==> config.mk <==
export PLATFORM = sky130hd
export DESIGN_NAME = privilege_access_control
export DESIGN_NICKNAME = d
export VERILOG_FILES = /design/src/access_ctrl_pkg.sv /design/src/access_region_decode.sv /design/src/fault_severity_counter.sv /design/src/privilege_access_control.sv
export SDC_FILE = /design/constraint.sdc
export NUM_CORES = 1
export LEC_CHECK = 0
export ABC_AREA = 0
export ABC_CLOCK_PERIOD_IN_PS = 1900
export BUFFER_PORTS_ARGS = -buffer_cell sky130_fd_sc_hd__buf_2
export CAP_MARGIN = 0
export CELL_PAD_IN_SITES_DETAIL_PLACEMENT = 0
export CELL_PAD_IN_SITES_GLOBAL_PLACEMENT = 1
export CORE_AREA = 4 4 100 102
export CTS_BUF_LIST = sky130_fd_sc_hd__clkbuf_16
export DETAILED_ROUTE_END_ITERATION = 12
export DIE_AREA = 0 0 104 106
export PLACE_DENSITY = 0.81
export SLEW_MARGIN = 40
export SYNTH_ARGS = -nofsm -noshare
export SYNTH_HDL_FRONTEND = slang
export SYNTH_SLANG_ARGS = --single-unit
==> constraint.sdc <==
create_clock -name ref_clk -period 1.9 [get_ports ref_clk]
set_input_delay 0.285 -clock ref_clk [delete_from_list [all_inputs] [get_ports ref_clk]]
set_output_delay 0.285 -clock ref_clk [all_outputs]
set_load 0.05 [all_outputs]
==> src/access_ctrl_pkg.sv <==
package access_ctrl_pkg;
	// privilege levels, lowest first so the value indexes the tables
	typedef enum logic [1:0] {
		least_privilege_level,
		os_privilege_level,
		top_privilege_level
	} priv_t;
	// loader life cycle
	typedef enum logic [1:0] {ldr_boot, ldr_open, ldr_blocked} ldr_state_t;
	// loader roles
	typedef enum logic {role_vendor, role_customer} role_t;

	// bus geometry
	localparam int ADDR_W = 16;
	localparam int DATA_W = 32;
	localparam int SFR_W = 8;

	// access kinds, also the bit index in a rights word
	localparam logic [1:0] KIND_READ = 2'h0;
	localparam logic [1:0] KIND_WRITE = 2'h1;
	localparam logic [1:0] KIND_EXEC = 2'h2;

	// memory regions
	localparam logic [1:0] RGN_TEST = 2'h0;
	localparam logic [1:0] RGN_SUPPORT = 2'h1;
	localparam logic [1:0] RGN_OS = 2'h2;
	localparam logic [1:0] RGN_USER = 2'h3;
	localparam logic [ADDR_W-1:0] SUPPORT_BASE = 16'h1000;
	localparam logic [ADDR_W-1:0] OS_BASE = 16'h2000;
	localparam logic [ADDR_W-1:0] USER_BASE = 16'h8000;
	localparam logic [ADDR_W-1:0] HOLE_BASE = 16'hE000;

	// fixed sandbox window for least-level code of party a
	localparam logic [ADDR_W-1:0] BOX_BASE = 16'h8000;
	localparam logic [ADDR_W-1:0] BOX_LIMIT = 16'hBFFF;

	// register groups: top two offset bits, only low offsets populated
	localparam logic [1:0] GRP_TEST = 2'h0;
	localparam logic [1:0] GRP_SECURITY = 2'h1;
	localparam logic [1:0] GRP_PERIPH = 2'h2;
	localparam logic [1:0] GRP_USER_IO = 2'h3;
	localparam logic [5:0] GRP_USED = 6'h30;

	// rights per region and level: bit0 read, bit1 write, bit2 execute
	localparam logic [0:3][0:2][2:0] MEM_PERM = '{
		'{3'h0, 3'h0, 3'h7},
		'{3'h0, 3'h0, 3'h7},
		'{3'h0, 3'h7, 3'h3},
		'{3'h7, 3'h3, 3'h3}
	};
	// rights per register group and level: bit0 read, bit1 write
	localparam logic [0:3][0:2][1:0] SFR_PERM = '{
		'{2'h0, 2'h0, 2'h3},
		'{2'h0, 2'h3, 2'h3},
		'{2'h3, 2'h3, 2'h3},
		'{2'h3, 2'h3, 2'h1}
	};
	// groups that also need ownership
	localparam logic [0:3] GRP_OWNED = 4'h2;

	// loader rights per role: bit0 load, bit1 lock
	localparam logic [1:0] LDR_OP_LOAD = 2'h0;
	localparam logic [1:0] LDR_OP_LOCK = 2'h1;
	localparam logic [0:1][1:0] LDR_RIGHTS = '{2'h2, 2'h1};

	// fault counting
	localparam int CNT_W = 8;
	localparam logic [CNT_W-1:0] MAJOR_MAX = 8'h03;
	// cycles the pin synchronisers need before a strap is trusted
	localparam logic [1:0] STRAP_SETTLE = 2'h3;
endpackage : access_ctrl_pkg

==> src/access_region_decode.sv <==
`timescale 1ns/10ps
`default_nettype none
module access_region_decode (
	// request address
	input wire logic [access_ctrl_pkg::ADDR_W-1:0] mem_addr,
	input wire logic [access_ctrl_pkg::SFR_W-1:0] sfr_addr,
	// decoded memory side
	output logic [1:0] mem_region,
	output logic mem_impl,
	// decoded register side
	output logic [1:0] sfr_group,
	output logic sfr_impl
);
	// fixed map, nothing here is loadable
	always_comb begin
		mem_impl = (mem_addr < access_ctrl_pkg::HOLE_BASE);
		if (mem_addr >= access_ctrl_pkg::USER_BASE) begin
			mem_region = access_ctrl_pkg::RGN_USER;
		end else if (mem_addr >= access_ctrl_pkg::OS_BASE) begin
			mem_region = access_ctrl_pkg::RGN_OS;
		end else if (mem_addr >= access_ctrl_pkg::SUPPORT_BASE) begin
			mem_region = access_ctrl_pkg::RGN_SUPPORT;
		end else begin
			mem_region = access_ctrl_pkg::RGN_TEST;
		end
		// group is the top offset pair, gaps above the used slots
		sfr_group = sfr_addr[7:6];
		sfr_impl = (sfr_addr[5:0] < access_ctrl_pkg::GRP_USED);
	end
endmodule : access_region_decode
`default_nettype wire

==> src/fault_severity_counter.sv <==
`timescale 1ns/10ps
`default_nettype none
module fault_severity_counter #(
	parameter logic [access_ctrl_pkg::CNT_W-1:0] MAJOR_MAX = access_ctrl_pkg::MAJOR_MAX
) (
	// clock and reset
	input wire logic ref_clk,
	input wire logic reset_n,
	// fault events, one cycle each
	input wire logic minor_evt,
	input wire logic major_evt,
	// counts and verdict
	output logic [access_ctrl_pkg::CNT_W-1:0] minor_count,
	output logic [access_ctrl_pkg::CNT_W-1:0] major_count,
	output logic chip_disabled
);
	logic [access_ctrl_pkg::CNT_W-1:0] next_minor_count;
	logic [access_ctrl_pkg::CNT_W-1:0] next_major_count;
	logic next_chip_disabled;

	// saturate so a flood of faults never wraps back to a clean count
	always_comb begin
		next_minor_count = minor_count;
		next_major_count = major_count;
		if (minor_evt && (minor_count != '1)) begin
			next_minor_count = minor_count + 1'b1;
		end
		if (major_evt && (major_count != '1)) begin
			next_major_count = major_count + 1'b1;
		end
		// disabling is one-way
		next_chip_disabled = chip_disabled | (next_major_count > MAJOR_MAX);
	end

	// counts survive security resets, only power-on clears them
	always_ff @(posedge ref_clk or negedge reset_n) begin
		if (!reset_n) begin
			minor_count <= '0;
			major_count <= '0;
			chip_disabled <= 1'b0;
		end else begin
			minor_count <= next_minor_count;
			major_count <= next_major_count;
			chip_disabled <= next_chip_disabled;
		end
	end
endmodule : fault_severity_counter
`default_nettype wire

==> src/privilege_access_control.sv <==
// How it works
// - three levels, each with own region rights
// - rights are constants, nothing can rewrite them
// - customer code never touches test region
// - each register checked for read/write per level
// - registers grouped, one rights set per group
// - owned groups also need matching owner party below top level
// - test registers locked for good after test
// - bad register access resets and counts fault
// - level changes only by instruction or interrupt
// - party a least level boxed in fixed window
// - loader gated by role rights and state
// - loader blocked after use or if unselected
// - unimplemented memory access also forces reset
// - two fault severities, major count has limit
`timescale 1ns/10ps
`default_nettype none
module privilege_access_control #(
	parameter logic [access_ctrl_pkg::CNT_W-1:0] MAJOR_MAX = access_ctrl_pkg::MAJOR_MAX
) (
	// clock and reset
	input wire logic ref_clk,
	input wire logic reset_n,
	// pins: end-of-test fuse and loader select strap
	input wire logic test_done_pin,
	input wire logic loader_sel_pin,
	// level control from the cpu
	input wire logic mode_drop_valid,
	input wire logic [1:0] mode_drop_to,
	input wire logic irq_enter,
	input wire logic irq_return,
	// running party, low is party a
	input wire logic party_b,
	// ownership claim instruction
	input wire logic claim_valid,
	input wire logic [1:0] claim_group,
	// access request
	input wire logic acc_valid,
	input wire logic acc_sfr,
	input wire logic [1:0] acc_kind,
	input wire logic [access_ctrl_pkg::ADDR_W-1:0] acc_addr,
	input wire logic [access_ctrl_pkg::DATA_W-1:0] acc_rdata,
	// access answer
	output logic acc_grant,
	output logic acc_deny,
	output logic [access_ctrl_pkg::DATA_W-1:0] cpu_rdata,
	output logic sec_reset,
	// loader requests
	input wire logic ldr_req,
	input wire logic ldr_role,
	input wire logic [1:0] ldr_op,
	input wire logic ldr_done,
	output logic ldr_grant,
	output logic [1:0] ldr_state_out,
	// status
	output logic [1:0] cur_mode_out,
	output logic test_locked,
	output logic [access_ctrl_pkg::CNT_W-1:0] minor_count,
	output logic [access_ctrl_pkg::CNT_W-1:0] major_count,
	output logic chip_disabled
);
	// pin synchronisers: three stages, trusted when stages two and three agree
	logic [1:0] pin_raw;
	logic [1:0] sync1;
	logic [1:0] sync2;
	logic [1:0] sync3;
	logic [1:0] pin_stable;
	logic [1:0] next_pin_stable;
	assign pin_raw = {loader_sel_pin, test_done_pin};

	genvar gi;
	generate
		for (gi = 0; gi < 2; gi++) begin : g_pin
			// stage one feeds stage two only
			always_comb begin
				next_pin_stable[gi] = (sync2[gi] == sync3[gi]) ? sync3[gi] : pin_stable[gi];
			end
			always_ff @(posedge ref_clk or negedge reset_n) begin
				if (!reset_n) begin
					sync1[gi] <= 1'b0;
					sync2[gi] <= 1'b0;
					sync3[gi] <= 1'b0;
					pin_stable[gi] <= 1'b0;
				end else begin
					sync1[gi] <= pin_raw[gi];
					sync2[gi] <= sync1[gi];
					sync3[gi] <= sync2[gi];
					pin_stable[gi] <= next_pin_stable[gi];
				end
			end
		end
	endgenerate

	// address decode
	logic [1:0] mem_region;
	logic mem_impl;
	logic [1:0] sfr_group;
	logic sfr_impl;
	access_region_decode i_access_region_decode (
		.mem_addr(acc_addr),
		.sfr_addr(acc_addr[access_ctrl_pkg::SFR_W-1:0]),
		.mem_region(mem_region),
		.mem_impl(mem_impl),
		.sfr_group(sfr_group),
		.sfr_impl(sfr_impl)
	);

	// level state
	access_ctrl_pkg::priv_t cur_mode;
	access_ctrl_pkg::priv_t next_cur_mode;
	access_ctrl_pkg::priv_t saved_mode;
	access_ctrl_pkg::priv_t next_saved_mode;
	logic next_test_locked;
	logic [0:3] owner;
	logic [0:3] next_owner;

	// level only moves on an instruction or interrupt edge
	always_comb begin
		next_cur_mode = cur_mode;
		next_saved_mode = saved_mode;
		if (irq_enter) begin
			// handlers run at least at os level
			next_saved_mode = cur_mode;
			if (cur_mode != access_ctrl_pkg::top_privilege_level) begin
				next_cur_mode = access_ctrl_pkg::os_privilege_level;
			end
		end else if (irq_return) begin
			next_cur_mode = saved_mode;
		end else if (mode_drop_valid && (mode_drop_to < cur_mode)) begin
			// instructions may only lower the level, never raise it
			next_cur_mode = access_ctrl_pkg::priv_t'(mode_drop_to);
		end
		// fuse once seen keeps the lock, only reset_n clears it
		next_test_locked = test_locked | pin_stable[0];
		next_owner = owner;
		// least level cannot take ownership
		if (claim_valid && (cur_mode != access_ctrl_pkg::least_privilege_level)) begin
			next_owner[claim_group] = party_b;
		end
	end

	// boot in top level so support code runs first
	always_ff @(posedge ref_clk or negedge reset_n) begin
		if (!reset_n) begin
			cur_mode <= access_ctrl_pkg::top_privilege_level;
			saved_mode <= access_ctrl_pkg::top_privilege_level;
			test_locked <= 1'b0;
			owner <= 4'h0;
		end else begin
			cur_mode <= next_cur_mode;
			saved_mode <= next_saved_mode;
			test_locked <= next_test_locked;
			owner <= next_owner;
		end
	end

	// access check, all from constant tables
	logic [2:0] mem_rights;
	logic [1:0] sfr_rights;
	logic box_ok;
	logic mem_ok;
	logic sfr_ok;
	logic access_ok;
	logic unimpl;
	always_comb begin
		mem_rights = access_ctrl_pkg::MEM_PERM[mem_region][cur_mode];
		sfr_rights = access_ctrl_pkg::SFR_PERM[sfr_group][cur_mode];
		// party a least-level code stays in its fixed window
		box_ok = (cur_mode != access_ctrl_pkg::least_privilege_level) || party_b
			|| ((acc_addr >= access_ctrl_pkg::BOX_BASE)
			&& (acc_addr <= access_ctrl_pkg::BOX_LIMIT));
		// kind 3 is no access at all, refuse it rather than index past the rights word
		mem_ok = mem_impl && (acc_kind <= access_ctrl_pkg::KIND_EXEC)
			&& mem_rights[acc_kind] && box_ok;
		// test region only for top level and only before lock
		if (mem_region == access_ctrl_pkg::RGN_TEST) begin
			mem_ok = mem_ok && !test_locked
				&& (cur_mode == access_ctrl_pkg::top_privilege_level);
		end
		// registers cannot be executed
		sfr_ok = sfr_impl && (acc_kind < access_ctrl_pkg::KIND_EXEC)
			&& sfr_rights[acc_kind[0]];
		if (sfr_group == access_ctrl_pkg::GRP_TEST) begin
			sfr_ok = sfr_ok && !test_locked;
		end
		// top level may reach owned groups regardless of owner
		if (access_ctrl_pkg::GRP_OWNED[sfr_group]
			&& (cur_mode != access_ctrl_pkg::top_privilege_level)) begin
			sfr_ok = sfr_ok && (owner[sfr_group] == party_b);
		end
		unimpl = acc_sfr ? !sfr_impl : !mem_impl;
		access_ok = acc_sfr ? sfr_ok : mem_ok;
	end

	// a disabled chip or one in reset grants no memory or register access
	always_comb begin
		acc_grant = acc_valid && access_ok && !chip_disabled && !sec_reset;
		acc_deny = acc_valid && !sec_reset && (!access_ok || chip_disabled);
	end

	// fault severities: unimplemented targets count as major
	fault_severity_counter #(
		.MAJOR_MAX(MAJOR_MAX)
	) i_fault_severity_counter (
		.ref_clk(ref_clk),
		.reset_n(reset_n),
		.minor_evt(acc_deny && !unimpl),
		.major_evt(acc_deny && unimpl),
		.minor_count(minor_count),
		.major_count(major_count),
		.chip_disabled(chip_disabled)
	);

	// answer registers
	logic [access_ctrl_pkg::DATA_W-1:0] next_cpu_rdata;
	logic next_sec_reset;
	always_comb begin
		// protected data never leaves on a refused read
		next_cpu_rdata = '0;
		if (acc_grant && (acc_kind == access_ctrl_pkg::KIND_READ)) begin
			next_cpu_rdata = acc_rdata;
		end
		next_sec_reset = acc_deny;
	end
	always_ff @(posedge ref_clk or negedge reset_n) begin
		if (!reset_n) begin
			cpu_rdata <= '0;
			sec_reset <= 1'b0;
		end else begin
			cpu_rdata <= next_cpu_rdata;
			sec_reset <= next_sec_reset;
		end
	end

	// loader life cycle, strap read once the synchroniser settles
	access_ctrl_pkg::ldr_state_t ldr_state;
	access_ctrl_pkg::ldr_state_t next_ldr_state;
	logic [1:0] settle;
	logic [1:0] next_settle;
	logic [1:0] role_rights;
	always_comb begin
		next_ldr_state = ldr_state;
		next_settle = settle;
		role_rights = access_ctrl_pkg::LDR_RIGHTS[ldr_role];
		// least level may not drive the loader at all
		ldr_grant = ldr_req && (ldr_state == access_ctrl_pkg::ldr_open)
			&& (cur_mode != access_ctrl_pkg::least_privilege_level)
			// undefined op codes get nothing, so every grant matches a decoded op
			&& !ldr_op[1] && role_rights[ldr_op[0]];
		case (ldr_state)
			access_ctrl_pkg::ldr_boot: begin
				if (settle == access_ctrl_pkg::STRAP_SETTLE) begin
					// agreed stages now, the registered copy lands one edge too late
					next_ldr_state = next_pin_stable[1] ? access_ctrl_pkg::ldr_open
						: access_ctrl_pkg::ldr_blocked;
				end else begin
					next_settle = settle + 1'b1;
				end
			end
			access_ctrl_pkg::ldr_open: begin
				// customer finish or vendor lock ends it for good
				if ((ldr_done && (ldr_role == access_ctrl_pkg::role_customer))
					|| (ldr_grant && (ldr_op == access_ctrl_pkg::LDR_OP_LOCK))) begin
					next_ldr_state = access_ctrl_pkg::ldr_blocked;
				end
			end
			access_ctrl_pkg::ldr_blocked: begin
				next_ldr_state = access_ctrl_pkg::ldr_blocked;
			end
			default: begin
				next_ldr_state = access_ctrl_pkg::ldr_blocked;
			end
		endcase
	end
	always_ff @(posedge ref_clk or negedge reset_n) begin
		if (!reset_n) begin
			ldr_state <= access_ctrl_pkg::ldr_boot;
			settle <= 2'h0;
		end else begin
			ldr_state <= next_ldr_state;
			settle <= next_settle;
		end
	end
	assign ldr_state_out = ldr_state;
	assign cur_mode_out = cur_mode;
endmodule : privilege_access_control
`default_nettype wire

==> flow_summary.yaml <==
clocking:
  clock_latency_ns: 0.32
  cts_sinks: 68
  clkTransAtPathRegs_ns: 0.06
  clockBufferDepth: 2
  cts_tree: "yes"
  h-tree-depth: 3
  cts_root_buf: "clkbuf_16"
  cts_buffers: 9
sta:
  worst_clock_skew_ns: 0.00803
  timing_worst_slew_pin_value_ns: 0.408
  timing.fmax_mhz: 436
  rsz0062_at_grt: "true"
  finalCritPeriodShare_pct: 121
  final.setup.worst_slack_ns: -0.392
  drv_slew: 0
  setup-tns-final_ns: -8.29
  finalSetupViolCount: 45
  fin_crit_ns: 2.29
  slew_headroom_pct: 72.6
  hold_viol: 0
detailed_routing:
  wl_per_cell_um: 15.4
  routed_wl_mm: 7.84
  vias: 2396
  dr.pass1.iters: 4
  drc_errors: 0
  drt_iter0_markers: 86
  via_per_inst: 4.71
  ant_nets: 0
grt:
  grt_pass1_vias: 2511
  grt_max_degree: 40
  grt_pass1_wl_mm: 12.3
  antenna_found_initial: 1
  track_usage_pct: 13.9
  grt_overflow_total: 0
cells_and_area:
  final_cells: 509
  final_util_pct: 49.8
  n_antenna_cell: 0
  syn_to_final_growth_pct: 58.8
  drive_above_1_share_pct: 56.8
  final_cell_area_sq_um: 4540
  nNetsFinal: 467
floorplanning:
  core_area_sq_um: 9110
  start_util_pct: 31.4
  rows: 35
  ioPinCount: 128
  die_h_um: 106
  die-area_sq_um: 11000
  fp.dieW_um: 104
logic_synthesis:
  synth_seq_area_share_pct: 59.6
  synth_area_sq_um: 2860
  syn_avg_cell_area_sq_um: 12.3
  ys_warn_count: 0
  synthDistinctLibCells: 48
  synth.net_count: 307
  ys_ff_latch: 68
  synth_cells: 233
place:
  gp_congestion: 0.861
  dp.cells: 481
  dp_hpwl_mm: 5.80
  dpl_cell_area_sq_um: 3840
  io_buffers: 119
power:
  ir_worst_vdd_mv: 0.462
  combPwrFrac_pct: 23.5
  power_frac_clock_pct: 38.1
  power.density_nw_per_um2: 1010
  p_leak_nw: 2.28
  pwr-share-seq_pct: 38.4
  switching_share_pct: 31.7
  internal_power_mw: 3.13
  p_sw_mw: 1.46
worst_setup_path:
  path_class: "reg2out"
  worstSetupEndpointType: "primary output"
  cp.arrival_ns: 2.01
  r2r_slack_ns: -0.24
  cp_max_fo: 6
  cp.required_ns: 1.62
  start_kind: "flop"
status:
  violations: "setup timing"
  outcome: "finished with violations"
worst_hold_path:
  hp-class: "in2reg"
job:
  drv_cap: 0
cell type report:
type	count	area, sq um
Timing Repair Buffer	159	997
Multi-Input combinational cell	148	1350
Clock inverter	7	90.1
Inverter	7	30.0
Tap cell	111	139
Clock buffer	9	225
Fill cell	850	4570
Sequential cell	68	1710
metal layers:
metal | vias to the layer above | wire, um | track usage [%]
li1 | 1139 | - | -
met1 | 1146 | 3360 | 17.0
met2 | 93 | 3750 | 22.4
met3 | 16 | 561 | 5.04
met4 | 2 | 165 | 5.79
met5 | - | 7 | 0
worst max-delay path: stages (launching register included):
cell,delay [ns]
dfrtp_2,0.44
or3_1,0.42
a21boi_2,0.19
a2111oi_4,0.08
buf_4,0.16
nor3_4,0.21
buf_6,0.19
sequential cells by signal, summed over array words and instances (netlist names), 2 cells and up:
register                              cells
cpu_rdata                                32
cur_mode_out                              2
i_fault_severity_counter.major_count      8
i_fault_severity_counter.minor_count      8
ldr_state_out                             2
pin_stable                                2
saved_mode                                2
settle                                    2
sync1                                     2
sync2                                     2
sync3                                     2
synthesized netlist by cell type (all sizes together):
cell type,n,area [sq um]
a31o,1,8.76
a31oi,3,18.8
a211oi,1,7.51
a21o,1,7.51
a21boi,1,7.51
inv,7,26.3
a22o,2,17.5
maj3,2,20.0
nand2,9,33.8
nor4,2,12.5
o21bai,1,7.51
nand4,6,37.5
xnor2,11,96.3
o311ai,1,8.76
dfrtp,66,1650
o32ai,3,26.3
and4b,1,10.0
nand3b,1,7.51
xor2,6,52.6
nor2,6,22.5
or2,2,15.0
and3,5,31.3
nor3,9,50.1
dfstp,2,52.6
nor2b,2,12.5
or3,1,6.26
nand3,5,25.0
nand4b,1,8.76
nor4b,9,78.8
mux2,8,93.8
nand2b,5,31.3
mux2i,1,10.0
ha,4,50.1
o32a,1,10.0
clkbuf,5,18.8
a2111oi,1,27.5
buf,5,31.3
o21a,1,7.51
o21ai,3,15.0
and2,25,156
a21oi,5,25.0
o31ai,1,7.51
and4bb,1,12.5
power by group through the flow:
stage          clock network [mW]  registers, mW  logic, mW
6_report                     1.75           1.76       1.08
5_1_grt                      1.85           1.79       1.16
4_1_cts                      1.79           1.76       1.08
3_5_place_dp                    0           1.79       1.03
3_3_place_gp                    0           1.77       1.01
2_1_floorplan                   0           2.10      0.375
layout by cell type, fill, tap and decap left out, types with 4 or more instances in the layout:
master,netlist,layout
buf_2,4,116
xor2_1,6,6
buf_6,1,17
nand2b_1,5,5
nor2_1,6,6
mux2_2,7,7
dfrtp_1,66,61
buf_4,0,22
dfrtp_2,0,5
nor3_4,0,4
and2_4,0,7
nor4b_4,0,8
nand2_1,9,8
inv_1,7,5
nand3_1,5,5
nor3_1,8,5
and2_1,25,18
a21oi_1,5,4
and3_1,5,4
clkbuf_16,0,9
xnor2_1,11,11
ha_1,4,4
nand4_1,6,6
final timing paths:
kind                                             start                                                  end  depth (start not counted)
min in group asynchronous                      reset_n    i_fault_severity_counter.major_count[5]$_DFF_PN0_                          2
hold / removal                          loader_sel_pin                                   sync1[1]$_DFF_PN0_                          1
setup / recovery           cur_mode_out[0]$_DFFE_PN0P_                                             acc_deny                          6
hold reg to reg                     sync1[0]$_DFF_PN0_                                   sync2[0]$_DFF_PN0_                          0
setup reg to reg           cur_mode_out[0]$_DFFE_PN0P_  i_fault_severity_counter.minor_count[1]$_DFFE_PN0P_                          6
max in group asynchronous                      reset_n                            saved_mode[1]$_DFFE_PN1P_                          3
metrics by stage:
step | setup slack [ns] | total power [mW] | hold WS [ns]
floorplan | -0.321 | 2.48 | -0.0106
global placement | -0.296 | 2.78 | 0.167
detailed placement | -0.375 | 2.81 | 0.160
CTS | -0.415 | 4.63 | 0.0572
global route | -0.475 | 4.80 | 0.0594
finish | -0.392 | 4.59 | 0.0697
cell families (layout without fill, tap and decap cells):
family	count (synthesis)	after routing	share of synthesized area (%)
adder cells (fa/ha/maj)	6	6	2.45
AO/OA/AOI/OAI	26	26	7.09
flip-flops	68	68	59.6
AND/OR/NAND/NOR	90	90	19.3
multiplexers	9	9	3.63
XOR/XNOR	17	17	5.21
buffers and inverters	17	182	2.67
repair_timing:
item	in CTS	in global routing
setup endpoints to repair	45	48
gates resized for setup	44	24
cloned	2	1
setup buffers	6	4
endpoints found under the hold margin	7	0
pin swaps	12	4
hold buffers	1	0
No activity file was read; power rests on OpenSTA's default activity.
